<file path="src/shared/tmoc_pkg.sv">
// Constants, register map and carrier types of the timer output control block
// What this block does
// - Nonzero modes update output on timer rising edge
// - Mode 0 output follows software output bit
// - Mode 1 sets output on channel match
// - Mode 2 toggles, period resets, both sets
// - Mode 3 sets, period resets, both sets
// - Mode 4 toggles on channel match only
// - Mode 5 resets output on channel match
// - Mode 6 toggles, period sets, both resets
// - Mode 7 resets, period sets, both resets
// - Sample matches while clock low, latch rising
// - Up mode uses delayed period match
// - Up/down responds to matches both directions
// - Registers are sixteen bit, word access only
// - Timer control clears on power-up reset only
// - Overflow flag sets on wrap per mode
// - Counter clear resets counter and divider, self-clears
// - Count mode selects stop, up, continuous, up/down
// - Divider field selects divide by 1,2,4,8
// - Clock source field selects one of four clocks
// - Channel control clears on power-up reset only
// - Period match is greater-or-equal, others equality
// - Output mode field sits at bits 5 to 7
package tmoc_pkg;
  localparam int unsigned TMOC_AW = 9;
  localparam logic [8:0] TMOC_ADDR_CTL = 9'h160;
  localparam logic [8:0] TMOC_ADDR_CC0 = 9'h162;
  localparam logic [8:0] TMOC_ADDR_CC1 = 9'h164;
  localparam logic [8:0] TMOC_ADDR_CC2 = 9'h166;
  localparam logic [8:0] TMOC_ADDR_CNT = 9'h170;
  localparam logic [8:0] TMOC_ADDR_CV0 = 9'h172;
  localparam logic [8:0] TMOC_ADDR_CV1 = 9'h174;
  localparam logic [8:0] TMOC_ADDR_CV2 = 9'h176;
  localparam logic [15:0] TMOC_RESET_WORD = 16'h0000;
  localparam logic [15:0] TMOC_MAX_COUNT = 16'hFFFF;
  localparam logic [15:0] TMOC_ZERO_COUNT = 16'h0000;
  // Timer control fields
  localparam int unsigned TMOC_CTL_OVF = 0;
  localparam int unsigned TMOC_CTL_IE = 1;
  localparam int unsigned TMOC_CTL_CLR = 2;
  localparam int unsigned TMOC_CTL_MC = 4;
  localparam int unsigned TMOC_CTL_ID = 6;
  localparam int unsigned TMOC_CTL_SS = 8;
  localparam logic [15:0] TMOC_CTL_WMASK = 16'h03F3;
  // Channel control fields
  localparam int unsigned TMOC_CC_OUT = 2;
  localparam int unsigned TMOC_CC_OM = 5;
  localparam logic [15:0] TMOC_CC_WMASK = 16'hFDFF;
  localparam logic [2:0] TMOC_DIV_MAX = 3'h7;

  typedef enum logic [1:0] {
    TMOC_MC_STOP = 2'b00,
    TMOC_MC_UP = 2'b01,
    TMOC_MC_CONT = 2'b10,
    TMOC_MC_UPDN = 2'b11
  } tmoc_mode_t;

  typedef enum logic [2:0] {
    TMOC_OM_OUT = 3'b000,
    TMOC_OM_SET = 3'b001,
    TMOC_OM_TGLRST = 3'b010,
    TMOC_OM_SETRST = 3'b011,
    TMOC_OM_TGL = 3'b100,
    TMOC_OM_RST = 3'b101,
    TMOC_OM_TGLSET = 3'b110,
    TMOC_OM_RSTSET = 3'b111
  } tmoc_omode_t;

  // Processor side register access
  typedef struct packed {
    logic sel;
    logic wr;
    logic [8:0] addr;
    logic [15:0] wdata;
  } tmoc_bus_t;

  // Four selectable timer clock inputs
  typedef struct packed {
    logic external_timer_clock;
    logic aux_clock;
    logic subsystem_clock;
    logic second_input_clock;
  } tmoc_clk_t;
endpackage

</file>
<file path="src/design/tmoc_timer.sv">
// Timer counter, register map and three channel output units
`timescale 1ns/1ps
module tmoc_timer #(
  parameter int unsigned CHANNELS = 3
) (
  input wire logic mclk,
  input wire logic reset_n,
  input wire tmoc_pkg::tmoc_bus_t bus,
  output logic [15:0] rdata,
  input wire tmoc_pkg::tmoc_clk_t clk_src,
  output logic [2:0] channel_output,
  output logic overflow_irq
);
  import tmoc_pkg::*;

  initial begin
    if (CHANNELS != 3) begin
      $error("tmoc_timer serves exactly three channels");
    end
  end

  typedef struct packed {
    logic [15:0] ctl;
    logic [2:0][15:0] cc;
    logic [2:0][15:0] cv;
    logic [15:0] cnt;
    logic down;
    logic [2:0] div;
    logic [2:0] src_sync;
    logic [2:0] src_sync2;
    logic [2:0] src_sync3;
    logic tclk;
    logic [2:0] eq_smp;
    logic per_smp;
    logic [2:0] out;
    logic [15:0] rd;
  } tmoc_state_t;

  tmoc_state_t st_reg;
  tmoc_state_t st_next;

  tmoc_mode_t mode;
  logic [1:0] ss;
  logic [1:0] idsel;
  logic src_raw;
  logic tclk_f;
  logic tick;
  logic wr_ctl;
  logic wr_cnt;
  logic clr_req;

  // Next output value for one channel, per mode table
  function automatic logic out_next(input logic [2:0] om, input logic q,
                                    input logic eqx, input logic eq0,
                                    input logic swbit);
    logic d;
    d = q;
    case (tmoc_omode_t'(om))
      TMOC_OM_OUT: d = swbit;
      TMOC_OM_SET: d = eqx ? 1'b1 : q;
      TMOC_OM_TGLRST: d = (eq0 & eqx) ? 1'b1 : eq0 ? 1'b0 :
                          eqx ? ~q : q;
      TMOC_OM_SETRST: d = eqx ? 1'b1 : eq0 ? 1'b0 : q;
      TMOC_OM_TGL: d = eqx ? ~q : q;
      TMOC_OM_RST: d = eqx ? 1'b0 : q;
      TMOC_OM_TGLSET: d = (eq0 & eqx) ? 1'b0 : eq0 ? 1'b1 :
                          eqx ? ~q : q;
      TMOC_OM_RSTSET: d = eqx ? 1'b0 : eq0 ? 1'b1 : q;
      default: d = q;
    endcase
    return d;
  endfunction

  // Divider terminal count for a divider field
  function automatic logic [2:0] div_last(input logic [1:0] sel);
    return 3'((4'h1 << sel) - 4'h1);
  endfunction

  assign mode = tmoc_mode_t'(st_reg.ctl[TMOC_CTL_MC +: 2]);
  assign ss = st_reg.ctl[TMOC_CTL_SS +: 2];
  assign idsel = st_reg.ctl[TMOC_CTL_ID +: 2];
  assign wr_ctl = bus.sel & bus.wr & (bus.addr == TMOC_ADDR_CTL);
  assign wr_cnt = bus.sel & bus.wr & (bus.addr == TMOC_ADDR_CNT);
  assign clr_req = wr_ctl & bus.wdata[TMOC_CTL_CLR];

  // Clock source select
  always_comb begin
    case (ss)
      2'b00: src_raw = clk_src.external_timer_clock;
      2'b01: src_raw = clk_src.aux_clock;
      2'b10: src_raw = clk_src.subsystem_clock;
      default: src_raw = clk_src.second_input_clock;
    endcase
  end

  // Filtered source level: second and third stages agree
  assign tclk_f = (st_reg.src_sync2 == st_reg.src_sync3) ?
                  st_reg.src_sync2[0] : st_reg.tclk;

  // Counter advances on a divided rising edge
  assign tick = tclk_f & ~st_reg.tclk & (mode != TMOC_MC_STOP) &&
                (st_reg.div == div_last(idsel));

  always_comb begin
    logic [2:0] eqv;
    logic eq0;
    logic rise;
    logic ovf;
    logic [8:0] ra;
    eqv = '0;
    eq0 = 1'b0;
    ovf = 1'b0;
    ra = bus.addr;
    st_next = st_reg;
    rise = tclk_f & ~st_reg.tclk;

    // Three-stage sampling of the selected clock
    st_next.src_sync = {2'b00, src_raw};
    st_next.src_sync2 = st_reg.src_sync;
    st_next.src_sync3 = st_reg.src_sync2;
    st_next.tclk = tclk_f;

    // Divider runs on source rising edges
    if (rise && mode != TMOC_MC_STOP) begin
      st_next.div = (st_reg.div >= div_last(idsel)) ? 3'h0 :
                    st_reg.div + 3'h1;
    end

    // Counter per count mode
    if (tick) begin
      case (mode)
        TMOC_MC_UP: begin
          if (st_reg.cnt >= st_reg.cv[0]) begin
            st_next.cnt = TMOC_ZERO_COUNT;
            ovf = 1'b1;
          end else begin
            st_next.cnt = st_reg.cnt + 16'h0001;
          end
        end
        TMOC_MC_CONT: begin
          st_next.cnt = st_reg.cnt + 16'h0001;
          ovf = (st_reg.cnt == TMOC_MAX_COUNT);
        end
        TMOC_MC_UPDN: begin
          if (st_reg.down) begin
            st_next.cnt = st_reg.cnt - 16'h0001;
            if (st_reg.cnt == 16'h0001) begin
              st_next.down = 1'b0;
              ovf = 1'b1;
            end
          end else if (st_reg.cnt >= st_reg.cv[0]) begin
            st_next.cnt = st_reg.cnt - 16'h0001;
            st_next.down = 1'b1;
          end else begin
            st_next.cnt = st_reg.cnt + 16'h0001;
          end
        end
        default: st_next.cnt = st_reg.cnt;
      endcase
    end

    // Matches sampled while the timer clock is low
    if (!tclk_f) begin
      for (int i = 0; i < 3; i++) begin
        eqv[i] = (i == 0) ? (st_reg.cnt >= st_reg.cv[0]) :
                 (st_reg.cnt == st_reg.cv[i]);
      end
      // Up mode takes the delayed period match at zero
      eq0 = (mode == TMOC_MC_UP) ? (st_reg.cnt == TMOC_ZERO_COUNT) :
            eqv[0];
      st_next.eq_smp = eqv;
      st_next.per_smp = eq0;
    end

    // Outputs: mode 0 next cycle, others on timer rising edge
    for (int i = 0; i < 3; i++) begin
      // Mode field is the three bits from TMOC_CC_OM up
      if (st_reg.cc[i][TMOC_CC_OM +: 3] == TMOC_OM_OUT) begin
        st_next.out[i] = st_reg.cc[i][TMOC_CC_OUT];
      end else if (rise) begin
        st_next.out[i] = out_next(st_reg.cc[i][TMOC_CC_OM +: 3],
                                  st_reg.out[i], st_reg.eq_smp[i],
                                  st_reg.per_smp,
                                  st_reg.cc[i][TMOC_CC_OUT]);
      end
    end

    // Register writes, whole words only
    if (bus.sel && bus.wr) begin
      case (ra)
        TMOC_ADDR_CTL: st_next.ctl = bus.wdata & TMOC_CTL_WMASK &
                                     ~(16'h0001 << TMOC_CTL_CLR);
        TMOC_ADDR_CC0: st_next.cc[0] = bus.wdata & TMOC_CC_WMASK;
        TMOC_ADDR_CC1: st_next.cc[1] = bus.wdata & TMOC_CC_WMASK;
        TMOC_ADDR_CC2: st_next.cc[2] = bus.wdata & TMOC_CC_WMASK;
        TMOC_ADDR_CNT: st_next.cnt = bus.wdata;
        TMOC_ADDR_CV0: st_next.cv[0] = bus.wdata;
        TMOC_ADDR_CV1: st_next.cv[1] = bus.wdata;
        TMOC_ADDR_CV2: st_next.cv[2] = bus.wdata;
        default: st_next.ctl = st_next.ctl;
      endcase
    end

    // Clear resets counter, divider and direction
    if (clr_req) begin
      st_next.cnt = TMOC_ZERO_COUNT;
      st_next.div = 3'h0;
      st_next.down = 1'b0;
    end

    // Hardware set wins over a software clear of the flag unless the counter is written or cleared
    if (ovf && !wr_cnt && !clr_req) begin
      st_next.ctl[TMOC_CTL_OVF] = 1'b1;
    end

    // Read data registered, unmapped reads zero
    case (ra)
      TMOC_ADDR_CTL: st_next.rd = st_reg.ctl;
      TMOC_ADDR_CC0: st_next.rd = st_reg.cc[0];
      TMOC_ADDR_CC1: st_next.rd = st_reg.cc[1];
      TMOC_ADDR_CC2: st_next.rd = st_reg.cc[2];
      TMOC_ADDR_CNT: st_next.rd = st_reg.cnt;
      TMOC_ADDR_CV0: st_next.rd = st_reg.cv[0];
      TMOC_ADDR_CV1: st_next.rd = st_reg.cv[1];
      TMOC_ADDR_CV2: st_next.rd = st_reg.cv[2];
      default: st_next.rd = TMOC_RESET_WORD;
    endcase
  end

  // Only power-up reset clears control words
  always_ff @(posedge mclk or negedge reset_n) begin
    if (!reset_n) begin
      st_reg <= '0;
    end else begin
      st_reg <= st_next;
    end
  end

  assign rdata = st_reg.rd;
  assign channel_output = st_reg.out;
  assign overflow_irq = st_reg.ctl[TMOC_CTL_OVF] & st_reg.ctl[TMOC_CTL_IE];

  // Mode 0 output follows the software bit next cycle
  chk_mode0_follows: assert property (@(posedge mclk) disable iff (!reset_n)
    (st_reg.cc[1][TMOC_CC_OM +: 3] == TMOC_OM_OUT) |=>
      (channel_output[1] == $past(st_reg.cc[1][TMOC_CC_OUT])))
    else $error("mode 0 output does not follow bit");

  // Non-zero modes change only on a timer rising edge
  chk_out_edge: assert property (@(posedge mclk) disable iff (!reset_n)
    ($past(st_reg.cc[2][TMOC_CC_OM +: 3]) != TMOC_OM_OUT &&
     $changed(channel_output[2])) |-> $past(tclk_f & ~st_reg.tclk))
    else $error("output changed off timer edge");

  // Set mode with a sampled match drives high
  chk_set_mode: assert property (@(posedge mclk) disable iff (!reset_n)
    (st_reg.cc[1][TMOC_CC_OM +: 3] == TMOC_OM_SET && tclk_f &&
     !st_reg.tclk && st_reg.eq_smp[1]) |=> channel_output[1])
    else $error("set mode missed match");

  // Reset mode with a sampled match drives low
  chk_reset_mode: assert property (@(posedge mclk) disable iff (!reset_n)
    (st_reg.cc[2][TMOC_CC_OM +: 3] == TMOC_OM_RST && tclk_f &&
     !st_reg.tclk && st_reg.eq_smp[2]) |=> !channel_output[2])
    else $error("reset mode missed match");

  // Toggle mode flips the output on a match
  chk_toggle_mode: assert property (@(posedge mclk) disable iff (!reset_n)
    (st_reg.cc[1][TMOC_CC_OM +: 3] == TMOC_OM_TGL && tclk_f &&
     !st_reg.tclk && st_reg.eq_smp[1]) |=>
      (channel_output[1] != $past(channel_output[1])))
    else $error("toggle mode did not toggle");

  // Both matches in mode 2 give a high output
  chk_tglrst_both: assert property (@(posedge mclk) disable iff (!reset_n)
    (st_reg.cc[1][TMOC_CC_OM +: 3] == TMOC_OM_TGLRST && tclk_f &&
     !st_reg.tclk && st_reg.eq_smp[1] && st_reg.per_smp) |=>
      channel_output[1])
    else $error("mode 2 both matches not set");

  // Both matches in mode 6 give a low output
  chk_tglset_both: assert property (@(posedge mclk) disable iff (!reset_n)
    (st_reg.cc[2][TMOC_CC_OM +: 3] == TMOC_OM_TGLSET && tclk_f &&
     !st_reg.tclk && st_reg.eq_smp[2] && st_reg.per_smp) |=>
      !channel_output[2])
    else $error("mode 6 both matches not reset");

  // Clear bit never reads back as one
  chk_clear_reads0: assert property (@(posedge mclk) disable iff (!reset_n)
    clr_req |=> (st_reg.cnt == TMOC_ZERO_COUNT) && !st_reg.ctl[TMOC_CTL_CLR])
    else $error("clear did not reset counter");

  // Continuous wrap sets the overflow flag
  chk_cont_wrap: assert property (@(posedge mclk) disable iff (!reset_n)
    (tick && mode == TMOC_MC_CONT && st_reg.cnt == TMOC_MAX_COUNT &&
     !bus.sel) |=> st_reg.ctl[TMOC_CTL_OVF])
    else $error("wrap did not set overflow");
endmodule

</file>
<file path="config.mk">
export PLATFORM = sky130hd
export DESIGN_NAME = tmoc_timer
export DESIGN_NICKNAME = d
export VERILOG_FILES = /design/src/shared/tmoc_pkg.sv /design/src/design/tmoc_timer.sv
export SDC_FILE = /design/constraint.sdc
export NUM_CORES = 1
export LEC_CHECK = 0
export ABC_AREA = 1
export BUFFER_PORTS_ARGS = -buffer_cell sky130_fd_sc_hd__clkbuf_2
export CORE_ASPECT_RATIO = 0.5
export CORE_UTILIZATION = 64
export CTS_BUF_LIST = sky130_fd_sc_hd__clkbuf_8
export DETAILED_ROUTE_END_ITERATION = 8
export PLACE_DENSITY_LB_ADDON = 0.08
export SLEW_MARGIN = 20
export SYNTH_ARGS = -nofsm -noshare
export SYNTH_HDL_FRONTEND = slang
export SYNTH_SLANG_ARGS = --single-unit
</file>
<file path="constraint.sdc">
create_clock -name mclk -period 2.3 [get_ports mclk]
set_input_delay 0.46 -clock mclk [delete_from_list [all_inputs] [get_ports mclk]]
set_output_delay 0.46 -clock mclk [all_outputs]
set_load 0.05 [all_outputs]
</file>
==> Yosys cells after proc, flatten, opt, wreduce, memory -nomap -nowiden <==
Index checks and enable logic that the tools add are counted.
{ "op_classes": {"add_sub_neg": 4, "magnitude_cmp": 2, "eq_ne": 52, "n_shift": 1, "mux": 67, "bitwise": 14, "n_reduce_logical": 33} }
{ "op_table": {"columns": ["cell", "count"], "rows": [
  ["$mux 16", 9],
  ["$pmux 16 s8", 1],
  ["$mux 113", 1],
  ["$eq 9x9->1 const B", 8],
  ["$pmux 16 s3", 1],
  ["$mux 1", 45],
  ["$eq 3x3->1 const B", 12],
  ["$mux 17", 2],
  ["$eq 16x16->1", 2],
  ["$ne 4x4->1 const B", 6],
  ["$pmux 1 s7", 3],
  ["$mux 20", 1],
  ["$eq 3x2->1 const B", 6],
  ["$ne 3x3->1 const B", 6],
  ["$reduce_and 2->1", 9],
  ["$reduce_bool 2->1", 9],
  ["$add 16x1->16 const B", 1],
  ["$eq 16x1->1 const B", 1],
  ["$eq 16x16->1 const B", 1],
  ["$ge 16x16->1", 1],
  ["$logic_not 16->1", 1],
  ["$sub 16x1->16 const B", 1],
  ["$reduce_and 5->1", 3],
  ["$and 1x1->1", 10],
  ["16 further kinds", 33]
]} }
{ "word_totals": {"ff_bits": 148, "inputBits": 33, "output_inout_bits": 20, "elab_cells": 194} }

==> Longest topological paths before layout <==
{ "depth": {"depth_word": 10, "mapped_depth": 18, "depth_no_buf": 18} }

==> Worst setup path after synthesis <==
Ideal clock, no wire load.
{ "synth_timing": {"path_kind": "reg-to-reg", "start": "register st_reg[37] (netlist bit)", "end": "register st_reg[42] (netlist bit)", "setup_ns": 0.077, "t_arrival_ns": 1.902, "required_time_ns": 2.223, "setup_slack_ns": 0.321, "path_stages_with_launch": 15, "n_path_buf": 0, "synth_period_minus_slack_ns": 1.979, "path_cell_list": "dfrtp_1 inv_2 ha_1 nand4_1 nor2_1 nor2_1 nand2_1 nand2_1 nand2_2 o21ai_2 inv_2 or2_0 nand2_1 nand2_1 a21oi_1"} }
{ "synth_lines": {"columns": ["item", "line_no", "text"], "rows": [
  ["from (decl)", "tmoc_timer.sv:39", "tmoc_state_t st_reg;"],
  ["from (signal assigned)", "tmoc_timer.sv:235", "st_reg <= st_next;"]
]} }

==> results_dict.tcl <==
set metrics [dict create \
    syn_inst 1120 \
    finClkSkew_ns 0.0272 \
    clkPwrFrac_pct 31.8 \
    nNetsFinal 1248 \
    p_per_area_nw_per_um2 682 \
    path_max_fanout 6 \
    grt_pass1_wl_mm 45.7 \
    cp-end-kind "flop" \
    cp_common_cell "nand2_1" \
    grt_usage_pct 43.8 \
    layout_setup_ws_ns 0.0411 \
    report.final.slew_viol_count 0 \
    max-cap-violations 0 \
    critPathRequiredTime_ns 2.67 \
    min_period_ns 2.26 \
    chipHeight_um 84.9 \
    rsz0062_at_grt "true" \
    synth_edf_count 0 \
    ys.flop_type "dfrtp_1" \
    post-place-ws_ns -0.0423 \
    dr.pass1.iters 6 \
    crit_slowest_cell "dfrtp_1" \
    worstPathArrival_ns 2.63 \
    place_hpwl_mm 21.8 \
    largest_reg_flops 121 \
    p_comb_share_pct 26.3 \
    clock_latency_ns 0.48 \
    synthDistinctLibCells 54 \
    clockBufferDepth 2 \
    ir_drop_uv 539 \
    hold_viol_final 0 \
    hold_class "in -> reg" \
    numCtsBuffers 17 \
    synth.avg_cell_area_sq_um 7.85 \
    area_growth_pct 13.5 \
    grt_max_degree 58 \
    clockRootBuffer "clkbuf_8" \
    p_leak_nw 4.78 \
    p_int_mw 4.28 \
    htree_levels 4 \
    drive_gt1_share_pct 17.5 \
    yosysTopAreaCell "dfrtp_1" \
    crit_family "simple AND/OR/NAND/NOR gates" \
    seq_area_frac_synth_pct 42.1 \
    syn_nets 1177 \
    core_area_sq_um 13000 \
    crit_chain "ha_1 -> nand2_1 -> nand2_1 -> nand2_1 -> nand2_1 -> nor2_1 -> nand2_1 -> nand2_4 -> nand3_4 -> buf_4 -> nand2_1 -> nand2_1 -> o21ai_1 -> nand3_1 -> a21oi_2" \
    grt_pass1_vias 8135 \
    portBuffers 52 \
    ys_top_cells_by_area "dfrtp_1, nand2_1, o21ai_0" \
    diodes 0 \
    async_flop_share_pct 100 \
    worst_setup_path_start_kind "flop" \
    crit_type "reg -> reg" \
    switchingPower_mw 2.52 \
    outcome "finished, final reports clean" \
    drc 0 \
    swShare_pct 37.1 \
    clkSinkCount 148 \
    seqPwrFrac_pct 41.9 \
    synth_area_sq_um 8790 \
    ys.warnings.count 0 \
    final_antenna_net_count 0 \
    clkTransAtPathRegs_ns 0.10 \
    placementRows 29 \
    via_per_inst 6.26 \
    cp_num_buf_inv 1 \
    cp_slowest_stage_delay_ns 0.45 \
    power_mw 6.80 \
    place.gp.congestion 1.02 \
    drt-initial-drc-count 1174 \
    relSlewSlack_pct 64.0 \
    overflow 0 \
    fmax_mhz 443 \
    io_pins 53 \
    worst_pin_slew_ns 0.534 \
    antenna_found_initial 1 \
    wl_mm 29.6 \
    start_util_pct 67.5 \
    netlist.area_leader.share_pct 42.1 \
    final-setup-viol-count 0 \
    cts_tree "built" \
    die_w_um 168 \
    finalCritPeriodShare_pct 98.2 \
    vias 8604 \
    routedWlPerCell_um 21.6 \
    synth_seq_cells 148 \
    die_area_sq_um 14200 \
]
worst paths after layout:
check                      slack [ns]  depth (start not counted)                       to                  start
setup / recovery                 0.04                         15     st_reg[47]$_DFF_PN0_   st_reg[42]$_DFF_PN0_
hold / removal                   0.26                          3     st_reg[38]$_DFF_PN0_                 bus[1]
setup reg to reg                 0.04                         15     st_reg[47]$_DFF_PN0_   st_reg[42]$_DFF_PN0_
hold reg to reg                  0.36                          0    st_next[24]$_DFF_PN0_  st_next[27]$_DFF_PN0_
max in group asynchronous        1.10                          3  st_reg[144]$_DFFE_PN0P_                reset_n
min in group asynchronous        0.49                          2     st_reg[41]$_DFF_PN0_                reset_n
cell usage after synthesis, types with 3 or more instances:
master,count
o211ai_1,9
inv_1,124
xor2_1,38
inv_2,8
clkbuf_1,28
clkinv_1,3
nor3_1,9
nand3_1,39
buf_2,11
a211oi_1,5
nand4_1,12
nor4_1,9
buf_4,23
a21oi_1,26
a221oi_1,15
dfrtp_1,148
nor2_1,63
nor2_4,5
xnor2_1,13
nor2_2,6
a22o_1,5
o21ai_1,4
nand3_2,4
nand2_1,271
o21ai_0,156
o2111ai_1,8
buf_6,4
ha_1,24
o22ai_1,14
nand2_2,4
layout make-up:
cell class                      instances  area, sq um
Inverter                              138          532
Timing Repair inverter                  1         5.00
Timing Repair Buffer                  118          826
Multi-Input combinational cell        767         4280
Clock inverter                         14          163
Fill cell                             926         3050
Tap cell                              170          213
Sequential cell                       148         3710
Clock buffer                           18          248
routing by layer:
metal | part of all wire, % | track usage (%) | up-vias
li1 | - | - | 3825
met1 | 43 | 62.2 | 4062
met2 | 39 | 61.4 | 660
met3 | 16 | 18.6 | 57
met4 | 1.9 | 11.8 | 0
met5 | 0 | 0 | -
through the flow:
stage	hold slack (ns)	cells	setup TNS (ns)	cell area, sq um	util [%]
2_1_floorplan	0.164	1120	0	8790	-
3_3_place_gp	0.334	1334	-0.0110	9380	72.0
3_5_place_dp	0.339	1334	-0.0463	9380	72.0
4_1_cts	0.255	1367	0	9810	75.3
5_1_grt	0.261	1374	-0.227	9980	76.6
6_report	0.256	1374	0	9980	76.6
layout by cell type (no fill, tap or decap), types with 9 or more instances in the layout:
cell	netlist	final
a21oi_1	26	22
a221oi_1	15	15
buf_4	23	58
clkbuf_2	1	51
clkbuf_8	0	18
dfrtp_1	148	145
ha_1	24	21
inv_1	124	121
inv_2	8	11
nand2_1	271	270
nand3_1	39	38
nand4_1	12	12
nor2_1	63	62
nor4_1	9	9
o211ai_1	9	9
o21ai_0	156	154
o22ai_1	14	14
xnor2_1	13	13
xor2_1	38	38
worst reg2reg max path: stages (launching register included):
cell	delay (ns)
dfrtp_1	0.45
ha_1	0.32
nand2_1	0.07
nand2_1	0.05
nand2_1	0.05
nand2_1	0.05
nor2_1	0.10
nand2_1	0.09
nand2_4	0.11
nand3_4	0.13
buf_4	0.20
nand2_1	0.06
nand2_1	0.04
o21ai_1	0.07
nand3_1	0.09
a21oi_2	0.28
power groups by stage:
stage | Sequential, mW | Combinational, mW | Clock (mW)
global route | 2.86 | 1.93 | 2.25
global placement | 2.88 | 1.58 | 0
finish | 2.85 | 1.79 | 2.16
floorplan | 2.84 | 1.00 | 0
CTS | 2.83 | 1.63 | 2.14
detailed placement | 2.88 | 1.61 | 0
logic make-up (layout without fill, tap and decap cells):
logic type,count (synthesis),count (layout),share of synthesized area (%)
AO/OA/AOI/OAI,256,256,17.0
AND/OR/NAND/NOR,434,434,21.8
multiplexers,2,2,0.228
XOR/XNOR,51,51,5.08
flip-flops,148,148,42.1
buffers and inverters,205,289,10.4
adder cells (fa/ha/maj),24,24,3.42
what timing repair did:
item | in CTS | in global routing
setup buffers | 0 | 6
cloned | 0 | 1
hold endpoints to repair | 43 | 0
pin swaps | 0 | 11
endpoints found under the setup margin | 3 | 11
hold buffers | 1 | 0
gates resized for setup | 4 | 26
Note: power is estimated with default switching activity, not from simulation.
